File: config.mk
export PLATFORM = sky130hd
export DESIGN_NAME = tsc_trigger_sample
export DESIGN_NICKNAME = d
export VERILOG_FILES = /design/src/common/tsc_pkg.sv /design/src/rtl/tsc_trigger_sample.sv
export VERILOG_INCLUDE_DIRS = /design/src /design/src/common
export SDC_FILE = /design/constraint.sdc
export NUM_CORES = 1
export LEC_CHECK = 0
export ABC_CLOCK_PERIOD_IN_PS = 2300
export BUFFER_PORTS_ARGS = -buffer_cell sky130_fd_sc_hd__buf_2
export CELL_PAD_IN_SITES_DETAIL_PLACEMENT = 1
export CELL_PAD_IN_SITES_GLOBAL_PLACEMENT = 1
export CORE_MARGIN = 1.5
export CORE_UTILIZATION = 42
export CTS_BUF_LIST = sky130_fd_sc_hd__clkbuf_8
export DETAILED_ROUTE_END_ITERATION = 7
export PLACE_DENSITY_LB_ADDON = 0.12
export SYNTH_ARGS = -nofsm -noshare
export SYNTH_HDL_FRONTEND = slang
export SYNTH_SLANG_ARGS = --single-unit
export TNS_END_PERCENT = 20
File: constraint.sdc
create_clock -name clock -period 2.3 [get_ports clock]
set_input_delay 0.345 -clock clock [delete_from_list [all_inputs] [get_ports clock]]
set_output_delay 0.345 -clock clock [all_outputs]
set_load 0.02 [all_outputs]
File: src/common/tsc_map.svh
// Register map and timing constants for the trigger sample controller
`ifndef TSC_MAP_SVH
`define TSC_MAP_SVH
`define TSC_CTRL_OFF      12'h000
`define TSC_STATUS_OFF    12'h004
`define TSC_TARGET_OFF    12'h008
`define TSC_MASK_OFF      12'h00C
`define TSC_IRQ_STAT_OFF  12'h010
`define TSC_IRQ_MASK_OFF  12'h014
`define TSC_COUNT_OFF     12'h018
`define TSC_SAMPLE_OFF    12'h01C
`define TSC_SMPL_CNT_OFF  12'h020
// Control fields
`define TSC_CTRL_START    0
`define TSC_CTRL_STOP     1
`define TSC_CTRL_SMODE_LO 2
`define TSC_CTRL_SMODE_HI 4
`define TSC_CTRL_CMODE_LO 5
`define TSC_CTRL_CMODE_HI 6
`define TSC_CTRL_COMPR    7
`define TSC_CTRL_XTRIG    8
`define TSC_CTRL_IMPORT   9
`define TSC_CTRL_EXPORT   10
`define TSC_CTRL_CNT_EN   11
// Interrupt bits
`define TSC_IRQ_DONE      0
`define TSC_IRQ_SAMPLE    1
`define TSC_IRQ_TRIG      2
`define TSC_IRQ_W         3
`define TSC_COMPR_MAX     7'd64
`define TSC_TARGET_RST    16'h0001
`endif

File: src/common/tsc_pkg.sv
// Types shared by the trigger sample controller
package tsc_pkg;
    typedef enum logic [2:0] {
        TSC_SM_NORMAL    = 3'b000,
        TSC_SM_QUAL_FILL = 3'b001,
        TSC_SM_QUAL_INTR = 3'b010,
        TSC_SM_ARMED     = 3'b011,
        TSC_SM_STATEM    = 3'b100
    } tsc_smode_e;
    typedef enum logic [1:0] {
        TSC_CM_EVENTS = 2'b00,
        TSC_CM_CYCLES = 2'b01,
        TSC_CM_WDOG   = 2'b10,
        TSC_CM_PULSE  = 2'b11
    } tsc_cmode_e;
    typedef enum logic [1:0] {
        TSC_ST_IDLE = 2'b00,
        TSC_ST_RUN  = 2'b01,
        TSC_ST_HOLD = 2'b10,
        TSC_ST_DONE = 2'b11
    } tsc_state_e;
    typedef struct packed {
        logic        start;
        logic        stop;
        tsc_smode_e  smode;
        tsc_cmode_e  cmode;
        logic        compress;
        logic        xtrig_en;
        logic        import_en;
        logic        export_en;
        logic        cnt_en;
    } tsc_ctrl_s;
endpackage

File: src/rtl/tsc_trigger_sample.sv
// Trigger, counter and sample capture controller with APB registers
//
// The implementer's own choices: register access over APB and the placing of the registers.
`timescale 1ns/10ps
`default_nettype none
`include "tsc_map.svh"
module tsc_trigger_sample
    import tsc_pkg::*;
#(
    parameter int DW = 32,
    parameter int XN = 2,
    parameter int EN = 2,
    parameter int CW = 16
)(
    input  wire logic          clock,
    input  wire logic          resetn,
    input  wire logic          clk_en,
    input  wire logic          psel,
    input  wire logic          penable,
    input  wire logic          pwrite,
    input  wire logic [11:0]   paddr,
    input  wire logic [31:0]   pwdata,
    output var  logic [31:0]   prdata,
    output var  logic          pready,
    output var  logic          pslverr,
    input  wire logic [DW-1:0] probe,
    input  wire logic          trig_cond,
    input  wire logic [XN-1:0] xtrig_in,
    input  wire logic [EN-1:0] ext_trig_in,
    output var  logic          trig_out,
    output var  logic          sample_valid,
    output var  logic [DW-1:0] sample_data,
    output var  logic          cnt_zero,
    output var  logic          irq
);

// ---------------------------------------------------------------
// Registers
// ---------------------------------------------------------------
tsc_ctrl_s       ctrl;
logic [CW-1:0]   target;
logic [DW-1:0]   cmask;
logic [`TSC_IRQ_W-1:0] irq_stat;
logic [`TSC_IRQ_W-1:0] irq_mask;
logic [CW-1:0]   count;
tsc_state_e      state;
tsc_state_e      next_state;
logic [DW-1:0]   last_sample;
logic [6:0]      same_cnt;
logic [31:0]     smpl_cnt;
logic            trig_q;
logic            started;
logic [XN-1:0]   xs1;
logic [XN-1:0]   xs2;

function automatic logic hit(input logic [11:0] a, input logic [11:0] off);
    hit = (a == off);
endfunction

// ---------------------------------------------------------------
// Bus decode
// ---------------------------------------------------------------
wire        acc      = psel & penable & clk_en;
wire        wr       = acc & pwrite;
wire        wr_ctrl  = wr & hit(paddr, `TSC_CTRL_OFF);
wire        wr_tgt   = wr & hit(paddr, `TSC_TARGET_OFF);
wire        wr_mask  = wr & hit(paddr, `TSC_MASK_OFF);
wire        wr_istat = wr & hit(paddr, `TSC_IRQ_STAT_OFF);
wire        wr_imask = wr & hit(paddr, `TSC_IRQ_MASK_OFF);
wire        mapped   = hit(paddr, `TSC_CTRL_OFF) | hit(paddr, `TSC_STATUS_OFF)
                     | hit(paddr, `TSC_TARGET_OFF) | hit(paddr, `TSC_MASK_OFF)
                     | hit(paddr, `TSC_IRQ_STAT_OFF) | hit(paddr, `TSC_IRQ_MASK_OFF)
                     | hit(paddr, `TSC_COUNT_OFF) | hit(paddr, `TSC_SAMPLE_OFF)
                     | hit(paddr, `TSC_SMPL_CNT_OFF);
wire        start_p  = wr_ctrl & pwdata[`TSC_CTRL_START];
wire        stop_p   = wr_ctrl & pwdata[`TSC_CTRL_STOP];

// ---------------------------------------------------------------
// Combined trigger
// ---------------------------------------------------------------
// Cross inputs from other domains pass a two-stage synchroniser
wire        xhit     = ctrl.xtrig_en & (|xs2);
wire        ehit     = ctrl.import_en & (|ext_trig_in);
// State-machine mode uses cross ids as extra terms; others qualify
wire        sm_mode  = (ctrl.smode == TSC_SM_STATEM);
wire        comb_trig = sm_mode ? (trig_cond | xhit | ehit)
                      : ((trig_cond & (~ctrl.xtrig_en | xhit)) | ehit);
wire        trig_rise = comb_trig & ~trig_q;
wire        running   = (state == TSC_ST_RUN);

// ---------------------------------------------------------------
// Complex counter termination
// ---------------------------------------------------------------
wire        tgt_zero = (target == '0);
wire        cnt_hit  = (count == target - CW'(1));
logic       term;
always_comb
begin
    term = 1'b0;
    if (!ctrl.cnt_en)
        term = trig_rise;
    else
        case (ctrl.cmode)
            TSC_CM_EVENTS: term = !tgt_zero & trig_rise & cnt_hit;
            TSC_CM_CYCLES: term = tgt_zero ? trig_rise
                                : (started & (count == target));
            TSC_CM_WDOG:   term = !tgt_zero & !comb_trig & cnt_hit;
            TSC_CM_PULSE:  term = !tgt_zero & comb_trig & cnt_hit;
            default:       term = 1'b0;
        endcase
end

logic [CW-1:0] next_count;
always_comb
begin
    next_count = count;
    case (ctrl.cmode)
        TSC_CM_EVENTS: if (trig_rise) next_count = count + CW'(1);
        TSC_CM_CYCLES: if (started | trig_rise) next_count = count + CW'(1);
        TSC_CM_WDOG:   next_count = comb_trig ? '0 : count + CW'(1);
        TSC_CM_PULSE:  next_count = comb_trig ? count + CW'(1) : '0;
        default:       next_count = count;
    endcase
end

// ---------------------------------------------------------------
// Sampling decisions
// ---------------------------------------------------------------
wire        qual     = (ctrl.smode == TSC_SM_QUAL_FILL)
                     | (ctrl.smode == TSC_SM_QUAL_INTR);
wire        armed    = (ctrl.smode == TSC_SM_ARMED);
wire        compr_on = ctrl.compress & !sm_mode & !qual & !armed;
wire [DW-1:0] diff   = (probe ^ last_sample) & ~cmask;
wire        changed  = |diff;
wire        forced   = (same_cnt == (`TSC_COMPR_MAX - 7'd1));
wire        take_qual  = running & qual & comb_trig;
wire        take_armed = running & armed & trig_rise;
wire        take_norm  = running & !qual & !armed
                       & (!compr_on | changed | forced);
wire        take     = take_qual | take_armed | take_norm;
wire        stop_run = running & term & !qual & !armed;
wire        qual_end = running & (ctrl.smode == TSC_SM_QUAL_FILL) & term;

always_comb
begin
    next_state = state;
    case (state)
        TSC_ST_IDLE: if (start_p) next_state = TSC_ST_RUN;
        TSC_ST_RUN:  if (stop_p) next_state = TSC_ST_DONE;
                     else if (stop_run | qual_end) next_state = TSC_ST_DONE;
        TSC_ST_HOLD: next_state = TSC_ST_DONE;
        TSC_ST_DONE: if (start_p) next_state = TSC_ST_RUN;
        default:     next_state = TSC_ST_IDLE;
    endcase
end

wire [`TSC_IRQ_W-1:0] ev = {trig_rise & running,
                            take,
                            (next_state == TSC_ST_DONE) & running};

// ---------------------------------------------------------------
// Read mux
// ---------------------------------------------------------------
wire [31:0] ctrl_rd = {20'h0_0000, ctrl.cnt_en, ctrl.export_en, ctrl.import_en,
                       ctrl.xtrig_en, ctrl.compress, ctrl.cmode, ctrl.smode, 2'b00};
wire [31:0] stat_rd = {29'h0000_0000, cnt_zero, state};
logic [31:0] rd_mux;
always_comb
begin
    rd_mux = 32'h0000_0000;
    if (hit(paddr, `TSC_CTRL_OFF))     rd_mux = ctrl_rd;
    if (hit(paddr, `TSC_STATUS_OFF))   rd_mux = stat_rd;
    if (hit(paddr, `TSC_TARGET_OFF))   rd_mux = 32'(target);
    if (hit(paddr, `TSC_MASK_OFF))     rd_mux = 32'(cmask);
    if (hit(paddr, `TSC_IRQ_STAT_OFF)) rd_mux = 32'(irq_stat);
    if (hit(paddr, `TSC_IRQ_MASK_OFF)) rd_mux = 32'(irq_mask);
    if (hit(paddr, `TSC_COUNT_OFF))    rd_mux = 32'(count);
    if (hit(paddr, `TSC_SAMPLE_OFF))   rd_mux = 32'(sample_data);
    if (hit(paddr, `TSC_SMPL_CNT_OFF)) rd_mux = smpl_cnt;
end

// ---------------------------------------------------------------
// Sequential logic
// ---------------------------------------------------------------
always_ff @(posedge clock or negedge resetn)
begin
    if (!resetn)
    begin
        xs1 <= '0;
        xs2 <= '0;
    end
    else if (clk_en)
    begin
        xs1 <= xtrig_in;
        xs2 <= xs1;
    end
end

always_ff @(posedge clock or negedge resetn)
begin
    if (!resetn)
    begin
        ctrl     <= '0;
        target   <= `TSC_TARGET_RST;
        cmask    <= '0;
        irq_mask <= '0;
    end
    else if (clk_en)
    begin
        if (wr_ctrl && state != TSC_ST_RUN)
        begin
            ctrl.smode     <= tsc_smode_e'(pwdata[`TSC_CTRL_SMODE_HI:`TSC_CTRL_SMODE_LO]);
            ctrl.cmode     <= tsc_cmode_e'(pwdata[`TSC_CTRL_CMODE_HI:`TSC_CTRL_CMODE_LO]);
            ctrl.compress  <= pwdata[`TSC_CTRL_COMPR];
            ctrl.xtrig_en  <= pwdata[`TSC_CTRL_XTRIG];
            ctrl.import_en <= pwdata[`TSC_CTRL_IMPORT];
            ctrl.export_en <= pwdata[`TSC_CTRL_EXPORT];
            ctrl.cnt_en    <= pwdata[`TSC_CTRL_CNT_EN];
        end
        if (wr_tgt)   target   <= pwdata[CW-1:0];
        if (wr_mask)  cmask    <= pwdata[DW-1:0];
        if (wr_imask) irq_mask <= pwdata[`TSC_IRQ_W-1:0];
    end
end

always_ff @(posedge clock or negedge resetn)
begin
    if (!resetn)
    begin
        state       <= TSC_ST_IDLE;
        count       <= '0;
        started     <= 1'b0;
        trig_q      <= 1'b0;
        last_sample <= '0;
        same_cnt    <= '0;
        smpl_cnt    <= 32'h0000_0000;
    end
    else if (clk_en)
    begin
        state  <= next_state;
        trig_q <= comb_trig;
        if (start_p)
        begin
            count    <= '0;
            started  <= 1'b0;
            same_cnt <= '0;
            smpl_cnt <= 32'h0000_0000;
        end
        else if (running)
        begin
            count <= next_count;
            if (trig_rise) started <= 1'b1;
            if (take)
            begin
                last_sample <= probe;
                same_cnt    <= '0;
                smpl_cnt    <= smpl_cnt + 32'h0000_0001;
            end
            else
                same_cnt <= same_cnt + 7'd1;
        end
    end
end

always_ff @(posedge clock or negedge resetn)
begin
    if (!resetn)
    begin
        irq_stat     <= '0;
        irq          <= 1'b0;
        prdata       <= 32'h0000_0000;
        pready       <= 1'b0;
        pslverr      <= 1'b0;
        trig_out     <= 1'b0;
        sample_valid <= 1'b0;
        sample_data  <= '0;
        cnt_zero     <= 1'b1;
    end
    else if (clk_en)
    begin
        // Set wins over a simultaneous write-one clear
        irq_stat     <= (irq_stat & ~(wr_istat ? pwdata[`TSC_IRQ_W-1:0] : '0)) | ev;
        irq          <= |(((irq_stat & ~(wr_istat ? pwdata[`TSC_IRQ_W-1:0] : '0)) | ev)
                         & irq_mask);
        pready       <= psel & !penable;
        pslverr      <= psel & !penable & !mapped;
        prdata       <= (psel & !penable & !pwrite) ? rd_mux : prdata;
        trig_out     <= ctrl.export_en & comb_trig;
        sample_valid <= take;
        if (take) sample_data <= probe;
        cnt_zero     <= (next_count == '0) | start_p;
    end
end

endmodule
`default_nettype wire

== Word level (Yosys, flattened, before mapping) ==
Index checks and enable logic that the tools add are counted.
W data, S select, Z words.

* Add/subtract/negate cells: 4
* Multipliers: 0
* Div/mod/pow operators: 0
* Magnitude comparators: 0
* Eq/ne operators: 23
* Shift-type cells: 0
* Multiplexer cells: 34
* Bitwise logic cells: 72
* Reduce and logical (&&, ||, !) cells: 33

{| class="wikitable"
|+ Operators with widths
! operator !! number
|-
| $mux W32 || 11
|-
| $mux W16 || 6
|-
| $pmux W16 S4 || 1
|-
| $eq A12 B5 Y1 const B || 4
|-
| $and A1 B1 Y1 || 42
|-
| $add A32 B1 Y32 const B || 1
|-
| $and A32 B32 Y32 || 1
|-
| $eq A16 B16 Y1 || 2
|-
| $logic_not A16 Y1 || 2
|-
| $not A32 Y32 || 1
|-
| $reduce_or A32 Y1 || 1
|-
| $xor A32 B32 Y32 || 1
|-
| $eq A12 B4 Y1 const B || 2
|-
| $mux W7 || 3
|-
| $or A1 B1 Y1 || 20
|-
| $add A16 B1 Y16 const B || 1
|-
| $sub A16 B1 Y16 const B || 1
|-
| $reduce_and A2 Y1 || 7
|-
| $eq A12 B3 Y1 const B || 1
|-
| $eq A12 B6 Y1 const B || 1
|-
| $logic_not A12 Y1 || 1
|-
| $mux W12 || 1
|-
| $eq A2 B2 Y1 const B || 5
|-
| $logic_not A1 Y1 || 9
|-
| 23 further kinds || 41
|}

* Register bits: 229
* Bits in latches: 0
* Bits in writable memories: 0
* Bits in read-only memories: 0
* Output and inout bits: 70
* Word-level logic and storage cells: 194
* Memories kept: 0

== Longest topological paths before layout ==
Gate-level depths: netlist of the first run.

* Depth in word-level cells: 23
* Mapped depth: 10
* Depth with buffers taken out: 10

== Least setup slack after synthesis of the first run ==
No wires, ideal clock.

* Path type: register to register
* From: register target[1]
* To: register state[1]
* Setup time: 101 ps
* Data arrival time: 2261 ps
* Data required time: 2199 ps
* Setup slack: -61 ps
* Cell stages (with the launch flop): 11
* Buffers on the path: 0
* Period minus slack after synthesis: 2361 ps
* Path through: dfrtp_1 inv_1 ha_1 nor3b_4 nand2_1 or4_1 o21ai_0 and4b_1 and3_1 a21oi_1 o32ai_1

* Longest elaborated chain between the ends: 13
* Elaborated cells on any way between the ends: 23
* Those cells by class: 1 x add/sub; 2 x eq/ne; 6 x mux; 12 x bitwise; 2 x reduce/logical

{| class="wikitable"
|+ RTL lines
! what !! line !! text
|-
| start, declared || tsc_trigger_sample.sv:41 || <nowiki>logic [CW-1:0] target;</nowiki>
|-
| start signal, assigned || tsc_trigger_sample.sv:204 || <nowiki>target <= `TSC_TARGET_RST;</nowiki>
|-
| start signal, assigned || tsc_trigger_sample.sv:220 || <nowiki>if (wr_tgt) target <= pwdata[CW-1:0];</nowiki>
|-
| branches (longest 4 deep; another with $sub A16 B1 Y16) || - ||
|-
| $pmux W1 S4 (*) || tsc_trigger_sample.sv:103 || <nowiki>case (ctrl.cmode)</nowiki>
|-
| $mux W1 (*) || tsc_trigger_sample.sv:100 || <nowiki>if (!ctrl.cnt_en)</nowiki>
|-
| $and A1 B1 Y1 (3 in series) || tsc_trigger_sample.sv:141 || <nowiki>wire stop_run = running & term & !qual & !armed;</nowiki>
|-
| $or A1 B1 Y1 (*) || tsc_trigger_sample.sv:150 || <nowiki>else if (stop_run | qual_end) next_state = TSC_ST_DONE;</nowiki>
|-
| $mux W2 (*) || tsc_trigger_sample.sv:150 ||
|-
| $mux W2 (*) || tsc_trigger_sample.sv:149 || <nowiki>TSC_ST_RUN: if (stop_p) next_state = TSC_ST_DONE;</nowiki>
|-
| $pmux W2 S3 (*) || tsc_trigger_sample.sv:147 || <nowiki>case (state)</nowiki>
|-
| end signal, assigned || tsc_trigger_sample.sv:240 || <nowiki>state <= next_state;</nowiki>
|-
| end, declared || tsc_trigger_sample.sv:46 || <nowiki>tsc_state_e state;</nowiki>
|}

Every way passes the cells marked *.
A chain may end at the register's enable or synchronous reset.

== Worst setup path after layout of the first run ==
* From: register ctrl[7] (netlist name)
* To: register smpl_cnt[20]

* Longest elaborated chain between the ends: 12
* Elaborated cells on any way between the ends: 27
* Those cells by class: 4 x eq/ne; 1 x mux; 16 x bitwise; 6 x reduce/logical

{| class="wikitable"
|+ RTL lines
! what !! line !! text
|-
| start, declared || tsc_trigger_sample.sv:40 || <nowiki>tsc_ctrl_s ctrl;</nowiki>
|-
| $eq A3 B3 Y1 (tied with other cells) || tsc_trigger_sample.sv:85 || <nowiki>wire sm_mode = (ctrl.smode == TSC_SM_STATEM);</nowiki>
|-
| $logic_not A1 Y1 / $or A1 B1 Y1 (equally long branches) || tsc_trigger_sample.sv:132, tsc_trigger_sample.sv:130 ||
|-
| $and A1 B1 Y1 / $logic_not A1 Y1 (equally long branches) || tsc_trigger_sample.sv:132, tsc_trigger_sample.sv:138 ||
|-
| $and A1 B1 Y1 (2 in series) || tsc_trigger_sample.sv:132 || <nowiki>wire compr_on = ctrl.compress & !sm_mode & !qual & !armed;</nowiki>
|-
| $logic_not A1 Y1 || tsc_trigger_sample.sv:139 || <nowiki>& (!compr_on | changed | forced);</nowiki>
|-
| $or A1 B1 Y1 (2 in series) || tsc_trigger_sample.sv:139 ||
|-
| $and A1 B1 Y1 || tsc_trigger_sample.sv:139 ||
|-
| $or A1 B1 Y1 (*) || tsc_trigger_sample.sv:140 || <nowiki>wire take = take_qual | take_armed | take_norm;</nowiki>
|-
| $reduce_bool A2 Y1 (no line) (*) || - ||
|-
| $reduce_and A3 Y1 (no line) (*) || - ||
|-
| end signal, assigned || tsc_trigger_sample.sv:257 || <nowiki>smpl_cnt <= smpl_cnt + 32'h0000_0001;</nowiki>
|-
| end, declared || tsc_trigger_sample.sv:50 || <nowiki>logic [31:0] smpl_cnt;</nowiki>
|}

Every way passes the cells marked *; elsewhere a longest branch is shown, timed or not.

==> impl_metrics.json, run 1 <==
{
  "fp-row-count": 63,
  "via_per_inst": 5.78,
  "maxSlewHeadroom_pct": 41.5,
  "power_leakage_nw": 8.28,
  "vias": 12000,
  "crit_fanout": 6,
  "clock_latency_ns": 0.58,
  "die_area_sq_um": 30800,
  "hold_class": "primary input to flip-flop",
  "min_period_over_period_pct": 113,
  "endpoint_kind": "flip-flop",
  "path_clk_slew_ns": 0.07,
  "cts.sinks": 229,
  "synth-seq-cells": 229,
  "htreeDepth": 2,
  "synth-edff-count": 0,
  "die_h_um": 176,
  "ys_warn_count": 0,
  "synth_area_sq_um": 12500,
  "final-seq-area_sq_um": 5730,
  "cts_buffer_depth": 3,
  "fin_crit_ns": 2.60,
  "synth_area_leader_cell": "dfrtp_1",
  "multi_input_area_sq_um": 6980,
  "synth_nets": 1371,
  "drc_errors": 0,
  "finalSetupViolations": 112,
  "critical_path_required_ns": 2.76,
  "grt-ovfl-total": 0,
  "synthXorXnorAreaFrac_pct": 6.44,
  "hold_ws_ns": 0.0305,
  "drtPass1Iterations": 5,
  "grt_usage_pct": 32.7,
  "synthCells": 1277,
  "grt_pass1_vias": 12800,
  "yosysTopAreaCellShare_pct": 45.4,
  "dp_hpwl_mm": 36.3,
  "fin_ws_ns": -0.297,
  "fin_tns_setup_ns": -16.02,
  "die-width_um": 176,
  "grt_pass1_wl_mm": 76.8,
  "violations": "negative setup slack",
  "syn_avg_cell_area_sq_um": 9.80,
  "cp-start-kind": "flip-flop",
  "synth_common_cells": "dfrtp_1 (227), nand2_1 (130), nor2_1 (111)",
  "rsz0062_at_grt": "yes",
  "max_freq_mhz": 385,
  "worst_slew_pin_slew_ns": 0.875,
  "core-area_sq_um": 29500,
  "synthTopCellsByArea": "dfrtp_1 (45%), mux2_2 (9.9%), xnor2_1 (4.8%)",
  "grt_start_max_net_pins": 57,
  "drv_slew": 0,
  "pwr_density_cell_nw_per_um2": 872,
  "ios": 157,
  "ant_nets": 0,
  "async_flop_share_pct": 100,
  "fin_worst_skew_ns": 0.0229,
  "synthFlopType": "dfrtp_1",
  "hold_viol_final": 0,
  "area_growth_pct": 39.4,
  "irDropWorstVdd_mv": 0.693,
  "outcome": "finished with violations",
  "diodes": 0,
  "final_nets": 1754,
  "wl_per_cell_um": 24.9,
  "final_area_sq_um": 17400,
  "synth_simple_gate_area_share_pct": 17.0,
  "drive_gt1_share_pct": 41.0,
  "wirelength_mm": 51.7,
  "cts_tree": "yes",
  "critPathKind": "flip-flop to flip-flop",
  "synth_top_family_by_area": "simple AND/OR/NAND/NOR gates",
  "post-route-util_pct": 59.1,
  "synth_compound_area_share_pct": 14.5,
  "synth.distinct_cells": 84,
  "cts_buffers": 41,
  "initial_core_util_pct": 42.4,
  "drt_first_iter_violations": 621,
  "root_buffer": "clkbuf_8",
  "numPortBuffers": 156,
  "drv_cap": 0,
  "synth_adder_area_share_pct": 0.700,
  "yosysSeqAreaShare_pct": 45.8,
  "arrival_ns": 3.06,
  "gp_congestion": 0.916,
  "synth.most_common_cell": "dfrtp_1",
  "nFillCells": 3267,
  "synth.mux.area_fraction_pct": 11.5,
  "placed_area_sq_um": 15400,
  "antenna_found_initial": 2
}
==> cells by family after synthesis <==
kind of cell | count (synthesis)
and+or+nand+nor | 426
AOI/OAI and AO/OA | 278
DFF | 229
muxes | 129
buffers and inverters | 116
xor gates and xnor gates | 92
adders and majority gates | 7
==> cells in the final DEF (no fill, tap or decap), drive strengths merged, types with 7 or more instances in the layout <==
master / count
a22oi: 23
nand2: 130
nand4: 20
and4: 8
clkinv: 7
o21ai: 50
inv: 38
o22ai: 18
a31oi: 8
buf: 411
nor3: 23
xor2: 23
mux2: 111
or3: 7
nor4b: 8
nor2: 112
mux2i: 17
a222oi: 10
a21oi: 91
xnor2: 69
a211oi: 12
nor2b: 9
a21o: 12
o211ai: 9
dlygate4sd3: 16
clkbuf: 50
and3: 19
dfrtp: 227
nor4: 20
ha: 7
nand3: 34
==> final cells by class <==
type | instances | area share, %
tap | 390 | 2.80
inverter | 25 | 0.538
timing repair buffer | 431 | 19.0
multi-input combinational | 932 | 40.0
sequential | 229 | 32.9
clock inverter | 24 | 1.16
clock buffer | 46 | 3.63
==> worst paths after layout <==
kind | from | end | slack (ns) | cells after the start
max in group asynchronous | resetn | target[0]$_DFFE_PN1P_ | 1.32 | 3
max reg2reg | ctrl[7]$_DFFE_PN0P_ | smpl_cnt[20]$_DFFE_PN0P_ | -0.30 | 12
min reg2reg | prdata[8]$_DFFE_PN0P_ | prdata[8]$_DFFE_PN0P_ | 0.47 | 1
max | ctrl[7]$_DFFE_PN0P_ | smpl_cnt[20]$_DFFE_PN0P_ | -0.30 | 12
min in group asynchronous | resetn | count[6]$_DFFE_PN0P_ | 0.27 | 2
min | pwdata[30] | cmask[30]$_DFFE_PN0P_ | 0.03 | 2
==> per-layer routing <==
| metal | GRT usage, % | up-vias | share of wire (%) |
|---|---|---|---|
| li1 | - | 5365 | - |
| met1 | 41.6 | 6152 | 41 |
| met2 | 56.1 | 374 | 50 |
| met3 | 4.96 | 113 | 5.0 |
| met4 | 12.3 | 4 | 3.5 |
| met5 | 0 | - | 0.039 |
==> per-stage QoR <==
stage / power, mW / cells / worst slack [ns]
final: 15.2 / 2077 / -0.297
after global routing: 15.9 / 2077 / -0.335
after CTS: 14.5 / 2063 / -0.264
after detailed placement: 10.3 / 1968 / -0.564
after global placement: 10.1 / 1968 / -0.548
after floorplan: 8.14 / 1277 / -0.00900
==> sequential cells by signal, summed over array words and instances (netlist names), 3 cells and up <==
| register | flops |
|---|---|
| cmask | 32 |
| last_sample | 32 |
| prdata | 32 |
| sample_data | 32 |
| smpl_cnt | 32 |
| count | 16 |
| target | 16 |
| ctrl | 10 |
| same_cnt | 7 |
| irq_mask | 3 |
| irq_stat | 3 |
==> power by group <==
group          switching, mW  internal, mW
combinational           2.91          2.53
sequential             0.825          4.84
clock                   1.90          2.19
total                   5.64          9.56
==> critical path, cell delays in order, from the launching register on <==
cell and delay (ns):
dfrtp_1 0.41, buf_6 0.15, xnor2_4 0.21, o22ai_2 0.12
nor4_2 0.19, nand4_1 0.21, buf_4 0.21, o211ai_4 0.30
buf_12 0.18, buf_6 0.11, nor4_4 0.04, xnor2_1 0.25
nor2_1 0.08
==> timing repair <==
action                                  in CTS  in global routing
cloned                                       0                  5
hold buffers                                16                  0
hold endpoints to repair                    58                  0
gates resized for setup                     34                130
buffers inserted                             9                 11
pin swaps                                   24                 53
endpoints found under the setup margin     124                126
Power figures use the tool's default switching activity.
==> run 2: changes to the inputs <==
--- a/config.mk
+++ b/config.mk
@@ -15,7 +15,7 @@
 export CTS_BUF_LIST = sky130_fd_sc_hd__clkbuf_8
 export DETAILED_ROUTE_END_ITERATION = 7
 export PLACE_DENSITY_LB_ADDON = 0.12
+export SETUP_SLACK_MARGIN = 0.02
 export SYNTH_ARGS = -nofsm -noshare
 export SYNTH_HDL_FRONTEND = slang
 export SYNTH_SLANG_ARGS = --single-unit
-export TNS_END_PERCENT = 20
==> run 2 against run 1 <==
Against the previous run: the run still ends with negative setup slack left; sequential share of layout area fell by 0.64 points; maximum frequency fell by 3.8%; combinational power increased by 4%; global-route usage up 0.43 points; critical path depth fell by 2; first-iteration DRC count rose by 30%.
==> impl_metrics.json, run 2 (synthesized netlist as in run 1, its figures left out) <==
{
  "outcome": "finished with violations",
  "violations": "negative setup slack",
  "antenna_found_initial": 1,
  "fin_tns_setup_ns": -31.36,
  "crit_path_max_incr_delay_ns": 0.42,
  "diodes": 0,
  "initial_core_util_pct": 42.4,
  "fin_crit_ns": 2.70,
  "final_cell_mix": "dfrtp_1 (223), buf_4 (196), buf_2 (155), nor2_1 (101), nand2_1 (90)",
  "die-width_um": 176,
  "finalSetupViolations": 119,
  "pwr_density_cell_nw_per_um2": 876,
  "mostFrequentLayoutCell": "dfrtp_1",
  "dp_hpwl_mm": 35.6,
  "core-area_sq_um": 29500,
  "grt_usage_pct": 33.1,
  "drive_gt1_share_pct": 44.2,
  "cts.sinks": 229,
  "power_mw": 15.6,
  "fp-row-count": 63,
  "numPortBuffers": 156,
  "power_leakage_nw": 8.39,
  "hold_depth": 2,
  "wirelength_mm": 52.3,
  "final_nets": 1737,
  "clock_latency_ns": 0.57,
  "die_area_sq_um": 30800,
  "nFillCells": 3242,
  "maxSlewHeadroom_pct": 32.5,
  "cp_cell_sequence": "xnor2_1, o22ai_1, nor4_2, nand4_1, buf_4, o211a_4, nand3_4, buf_6, clkbuf_16, mux2_4",
  "via_per_inst": 5.87,
  "arrival_ns": 3.14,
  "instances_no_fill": 2065,
  "endpoint_kind": "flip-flop",
  "grt-ovfl-total": 0,
  "fin_worst_skew_ns": 0.0397,
  "cts_tree": "yes",
  "irDropWorstVdd_mv": 0.731,
  "grt_pass1_vias": 13000,
  "area_growth_pct": 42.2,
  "crit_buf_inv": 3,
  "grt_pass1_wl_mm": 78.1,
  "worst_slew_pin_slew_ns": 1.01,
  "wl_per_cell_um": 25.3,
  "cts_buffers": 43,
  "hold_class": "primary input to flip-flop",
  "drc_errors": 0,
  "drv_slew": 0,
  "cp-start-kind": "flip-flop",
  "ios": 157,
  "root_buffer": "clkbuf_8",
  "hold_viol_final": 0,
  "grt_start_max_net_pins": 62,
  "place_inst": 1950,
  "crit_family": "simple AND/OR/NAND/NOR gates",
  "final_area_sq_um": 17800,
  "slowest_stage": "nor4_2",
  "critPathKind": "flip-flop to flip-flop",
  "drtPass1Iterations": 5,
  "min_period_over_period_pct": 117,
  "vias": 12100,
  "gp_congestion": 0.903,
  "drv_cap": 0,
  "rsz0062_at_grt": "yes",
  "fin_ws_ns": -0.399,
  "die_h_um": 176,
  "cts_buffer_depth": 3,
  "crit_fanout": 7,
  "pre_cts_ws_ns": -0.694,
  "path_depth": 10,
  "max_freq_mhz": 371,
  "r2r.worst_path.cells": 10,
  "critical_path_required_ns": 2.74,
  "drt_first_iter_violations": 809,
  "htreeDepth": 2,
  "multi_input_area_sq_um": 7370,
  "final-seq-area_sq_um": 5740,
  "placed_area_sq_um": 15300,
  "ant_nets": 0,
  "path_clk_slew_ns": 0.06
}
[run 2: cell types whose count changed in the layout (fill, tap and decap cells not counted), sizes merged]
| cell | change |
|---|---|
| clkinv | -5 |
| bufinv | -2 |
| clkinvlp | -1 |
| dlygate4sd3 | -9 |
| clkbuf | +11 |
| inv | +3 |
| buf | -9 |
[run 2: timing repair]
| action | CTS | global route |
|---|---|---|
| buffers inserted | 18 | 11 |
| endpoints found under the setup margin | 125 | 126 |
| cloned | 4 | 3 |
| gates resized for setup | 162 | 119 |
| hold endpoints to repair | 45 | 0 |
| pin swaps | 68 | 79 |
| hold buffers | 7 | 0 |
[run 2: path summary, 6_finish.rpt]
| kind | from | to | slack, ns |
|---|---|---|---|
| max in group asynchronous | resetn | count[3]$_DFFE_PN0P_ | 1.27 |
| worst max register to register | last_sample[1]$_DFFE_PN0P_ | last_sample[14]$_DFFE_PN0P_ | -0.40 |
| worst max-delay path | last_sample[1]$_DFFE_PN0P_ | last_sample[14]$_DFFE_PN0P_ | -0.40 |
| worst min-delay path | pwdata[19] | cmask[19]$_DFFE_PN0P_ | 0.03 |
| min in group asynchronous | resetn | xs2[0]$_DFFE_PN0P_ | 0.30 |
| worst min register to register | prdata[7]$_DFFE_PN0P_ | prdata[7]$_DFFE_PN0P_ | 0.47 |
[run 2: stage by stage]
step / hold slack [ns] / utilization, %
2_1_floorplan: 0.0494 / -
3_3_place_gp: 0.280 / 51.9
3_5_place_dp: 0.286 / 51.9
4_1_cts: 0.00796 / 58.1
5_1_grt: 0.0291 / 60.4
6_report: 0.0347 / 60.4
[run 2: cell type report]
cell class | count | area share, %
multi-input combinational | 932 | 41.4
sequential | 229 | 32.2
timing repair buffer | 412 | 18.0
clock buffer | 58 | 4.49
tap | 390 | 2.74
clock inverter | 19 | 0.598
inverter | 25 | 0.527
[run 2: metal layers]
layer / global-route usage [%] / share of wire (%) / vias to the layer above / wire length [um]
met1: 41.9 / 41 / 6285 / 21500
met3: 5.41 / 5.0 / 112 / 2630
met2: 57.2 / 50 / 399 / 26200
met5: 0 / 0.025 / - / 13
met4: 11.6 / 3.6 / 2 / 1880
li1: - / - / 5320 / -
[run 2: where the power goes]
group          total (mW)  internal (mW)  switching [mW]
clock network        4.23           2.35            1.88
registers            5.73           4.85           0.880
logic                5.64           2.65            3.00
total                15.6           9.85            5.75
==> run 3: changes to the inputs <==
--- a/config.mk
+++ b/config.mk
@@ -11,7 +11,7 @@
 export CELL_PAD_IN_SITES_DETAIL_PLACEMENT = 1
 export CELL_PAD_IN_SITES_GLOBAL_PLACEMENT = 1
 export CORE_MARGIN = 1.5
-export CORE_UTILIZATION = 42
+export CORE_UTILIZATION = 30
 export CTS_BUF_LIST = sky130_fd_sc_hd__clkbuf_8
 export DETAILED_ROUTE_END_ITERATION = 7
 export PLACE_DENSITY_LB_ADDON = 0.12
==> run 3 against run 2 <==
Against the previous run: the flow finishes with violations (design-rule violations, negative setup slack); die area grew 39%; sequential power shrank 1%; setup slack gained 0.12 ns; clock-buffer cell count shrank 2; clock power is essentially flat; via count shrank 0.17%; critical path type unchanged.
==> impl_metrics.json, run 3 (synthesized netlist as in run 1, its figures left out) <==
{
  "min_period_over_period_pct": 112,
  "cts_buffer_depth": 3,
  "violations": "design-rule violations, negative setup slack",
  "fp-row-count": 74,
  "final-seq-area_sq_um": 5740,
  "area_growth_pct": 52.0,
  "fin_crit_ns": 2.57,
  "clock_latency_ns": 0.64,
  "cp-start-kind": "flip-flop",
  "crit_buf_inv": 2,
  "via_per_inst": 5.27,
  "grt_start_max_net_pins": 51,
  "nFillCells": 4534,
  "cp_cell_sequence": "xnor2_1, o22ai_1, nor4_2, nand4_1, buf_4, o211a_4, nand3_4, buf_12, mux2_4",
  "maxSlewHeadroom_pct": 29.4,
  "power_leakage_nw": 8.86,
  "pwr_density_cell_nw_per_um2": 845,
  "final_cell_mix": "buf_4 (233), dfrtp_1 (222), buf_2 (155), nor2_1 (98), nand2_1 (89)",
  "fin_ws_ns": -0.274,
  "endpoint_kind": "flip-flop",
  "core-area_sq_um": 41000,
  "crit_family": "simple AND/OR/NAND/NOR gates",
  "regToRegSetupSlack_ns": -0.27,
  "wirelength_mm": 54.2,
  "critical_path_required_ns": 2.79,
  "drv_cap": 0,
  "fin_worst_skew_ns": 0.0456,
  "crit_fanout": 11,
  "ios": 157,
  "wl_per_cell_um": 23.6,
  "r2r.worst_path.cells": 9,
  "die-width_um": 207,
  "numPortBuffers": 156,
  "fin_tns_setup_ns": -22.12,
  "cts.sinks": 229,
  "ant_nets": 0,
  "slowest_stage": "dfrtp_1",
  "grt-ovfl-total": 0,
  "drc_errors": 5,
  "root_buffer": "clkbuf_8",
  "diodes": 0,
  "grt_usage_pct": 24.9,
  "grt_pass1_wl_mm": 81.5,
  "multi_input_area_sq_um": 7550,
  "vias": 12100,
  "die_h_um": 207,
  "grt_pass1_vias": 13100,
  "gp_congestion": 0.902,
  "final_nets": 1828,
  "worst_slew_pin_slew_ns": 1.06,
  "irDropWorstVdd_mv": 0.595,
  "critPathKind": "flip-flop to flip-flop",
  "finalSetupViolations": 116,
  "outcome": "finished with violations",
  "die_area_sq_um": 42900,
  "max_freq_mhz": 389,
  "antenna_found_initial": 2,
  "path_clk_slew_ns": 0.07,
  "crit_path_max_incr_delay_ns": 0.39,
  "drtPass1Iterations": 8,
  "drv_slew": 0,
  "rsz0062_at_grt": "yes",
  "pre_cts_ws_ns": -0.502,
  "hold_depth": 3,
  "hold_class": "primary input to flip-flop",
  "htreeDepth": 2,
  "cts_tree": "yes",
  "cp-endpoint": "last_sample[6]$_DFFE_PN0P_",
  "hold_viol_final": 0,
  "hold_ws_ns": 0.0358,
  "cts_buffers": 46,
  "path_depth": 9,
  "crit_start": "last_sample[17]$_DFFE_PN0P_",
  "arrival_ns": 3.07,
  "mostFrequentLayoutCell": "buf_4",
  "drt_first_iter_violations": 558,
  "drive_gt1_share_pct": 46.5,
  "crit-reg2reg-launch": "last_sample[17]$_DFFE_PN0P_",
  "dp_hpwl_mm": 38.6,
  "r2r-end": "last_sample[6]$_DFFE_PN0P_",
  "initial_core_util_pct": 30.5
}
run 3: changes by cell type in the layout (fill, tap and decap cells not counted), moves of 5 or more:
cell,change
a211oi_4,-6
a211oi_2,+5
buf_12,+11
buf_8,-5
dlygate4sd3_1,+41
nand2_2,+5
buf_4,+37
nand2_4,-5
nor3_2,+6
nor3_1,-7
run 3: timing repair:
item,4_1_cts,5_1_grt
endpoints found under the setup margin,119,123
pin swaps,62,89
gates resized for setup,167,148
buffers inserted,21,20
cloned,5,3
endpoints found under the hold margin,119,0
hold buffers,48,0
run 3: tightest hold or removal path, cell delays in order:
cell and delay [ns]:
buf_2 0.15, nand2_1 0.07, o21ai_0 0.06
run 3: where the power goes:
group | switching (mW) | internal (mW)
Clock | 1.94 | 2.30
Combinational | 3.16 | 3.01
Sequential | 0.814 | 4.85
run 3: area by class of cell:
class | count | area share (%)
Multi-Input combinational cell | 933 | 39.7
Sequential cell | 229 | 30.2
Timing Repair Buffer | 499 | 21.4
Clock buffer | 56 | 4.05
Tap cell | 532 | 3.50
Clock inverter | 21 | 0.664
Inverter | 25 | 0.493
run 3: through the flow:
stage / cell area, sq um / std cells / utilization [%] / power, mW
floorplan: 12500 / 1277 / - / 8.14
global placement: 15800 / 2128 / 38.5 / 10.4
detailed placement: 15800 / 2128 / 38.5 / 10.5
CTS: 18100 / 2278 / 44.2 / 15.6
global route: 19000 / 2295 / 46.4 / 16.9
finish: 19000 / 2295 / 46.4 / 16.1
run 3: worst min path at each step:
| stage | to | start | slack, ns |
|---|---|---|---|
| finish | target[1]$_DFFE_PN0P_ | pwdata[1] | 0.04 |
| global route | cmask[11]$_DFFE_PN0P_ | pwdata[11] | 0.008 |
| CTS | cmask[11]$_DFFE_PN0P_ | pwdata[11] | 0.004 |
| detailed placement | count[11]$_DFFE_PN0P_ | resetn | 0.32 |
| global placement | count[11]$_DFFE_PN0P_ | resetn | 0.31 |
| floorplan | cmask[0]$_DFFE_PN0P_ | resetn | 0.05 |
run 3: metal layers:
metal	GRT usage [%]	vias to the layer above	share of wire, %
li1	-	5539	-
met1	32.6	6180	44
met2	41.9	283	48
met3	4.72	92	4.6
met4	7.53	4	2.8
met5	0	-	0.041
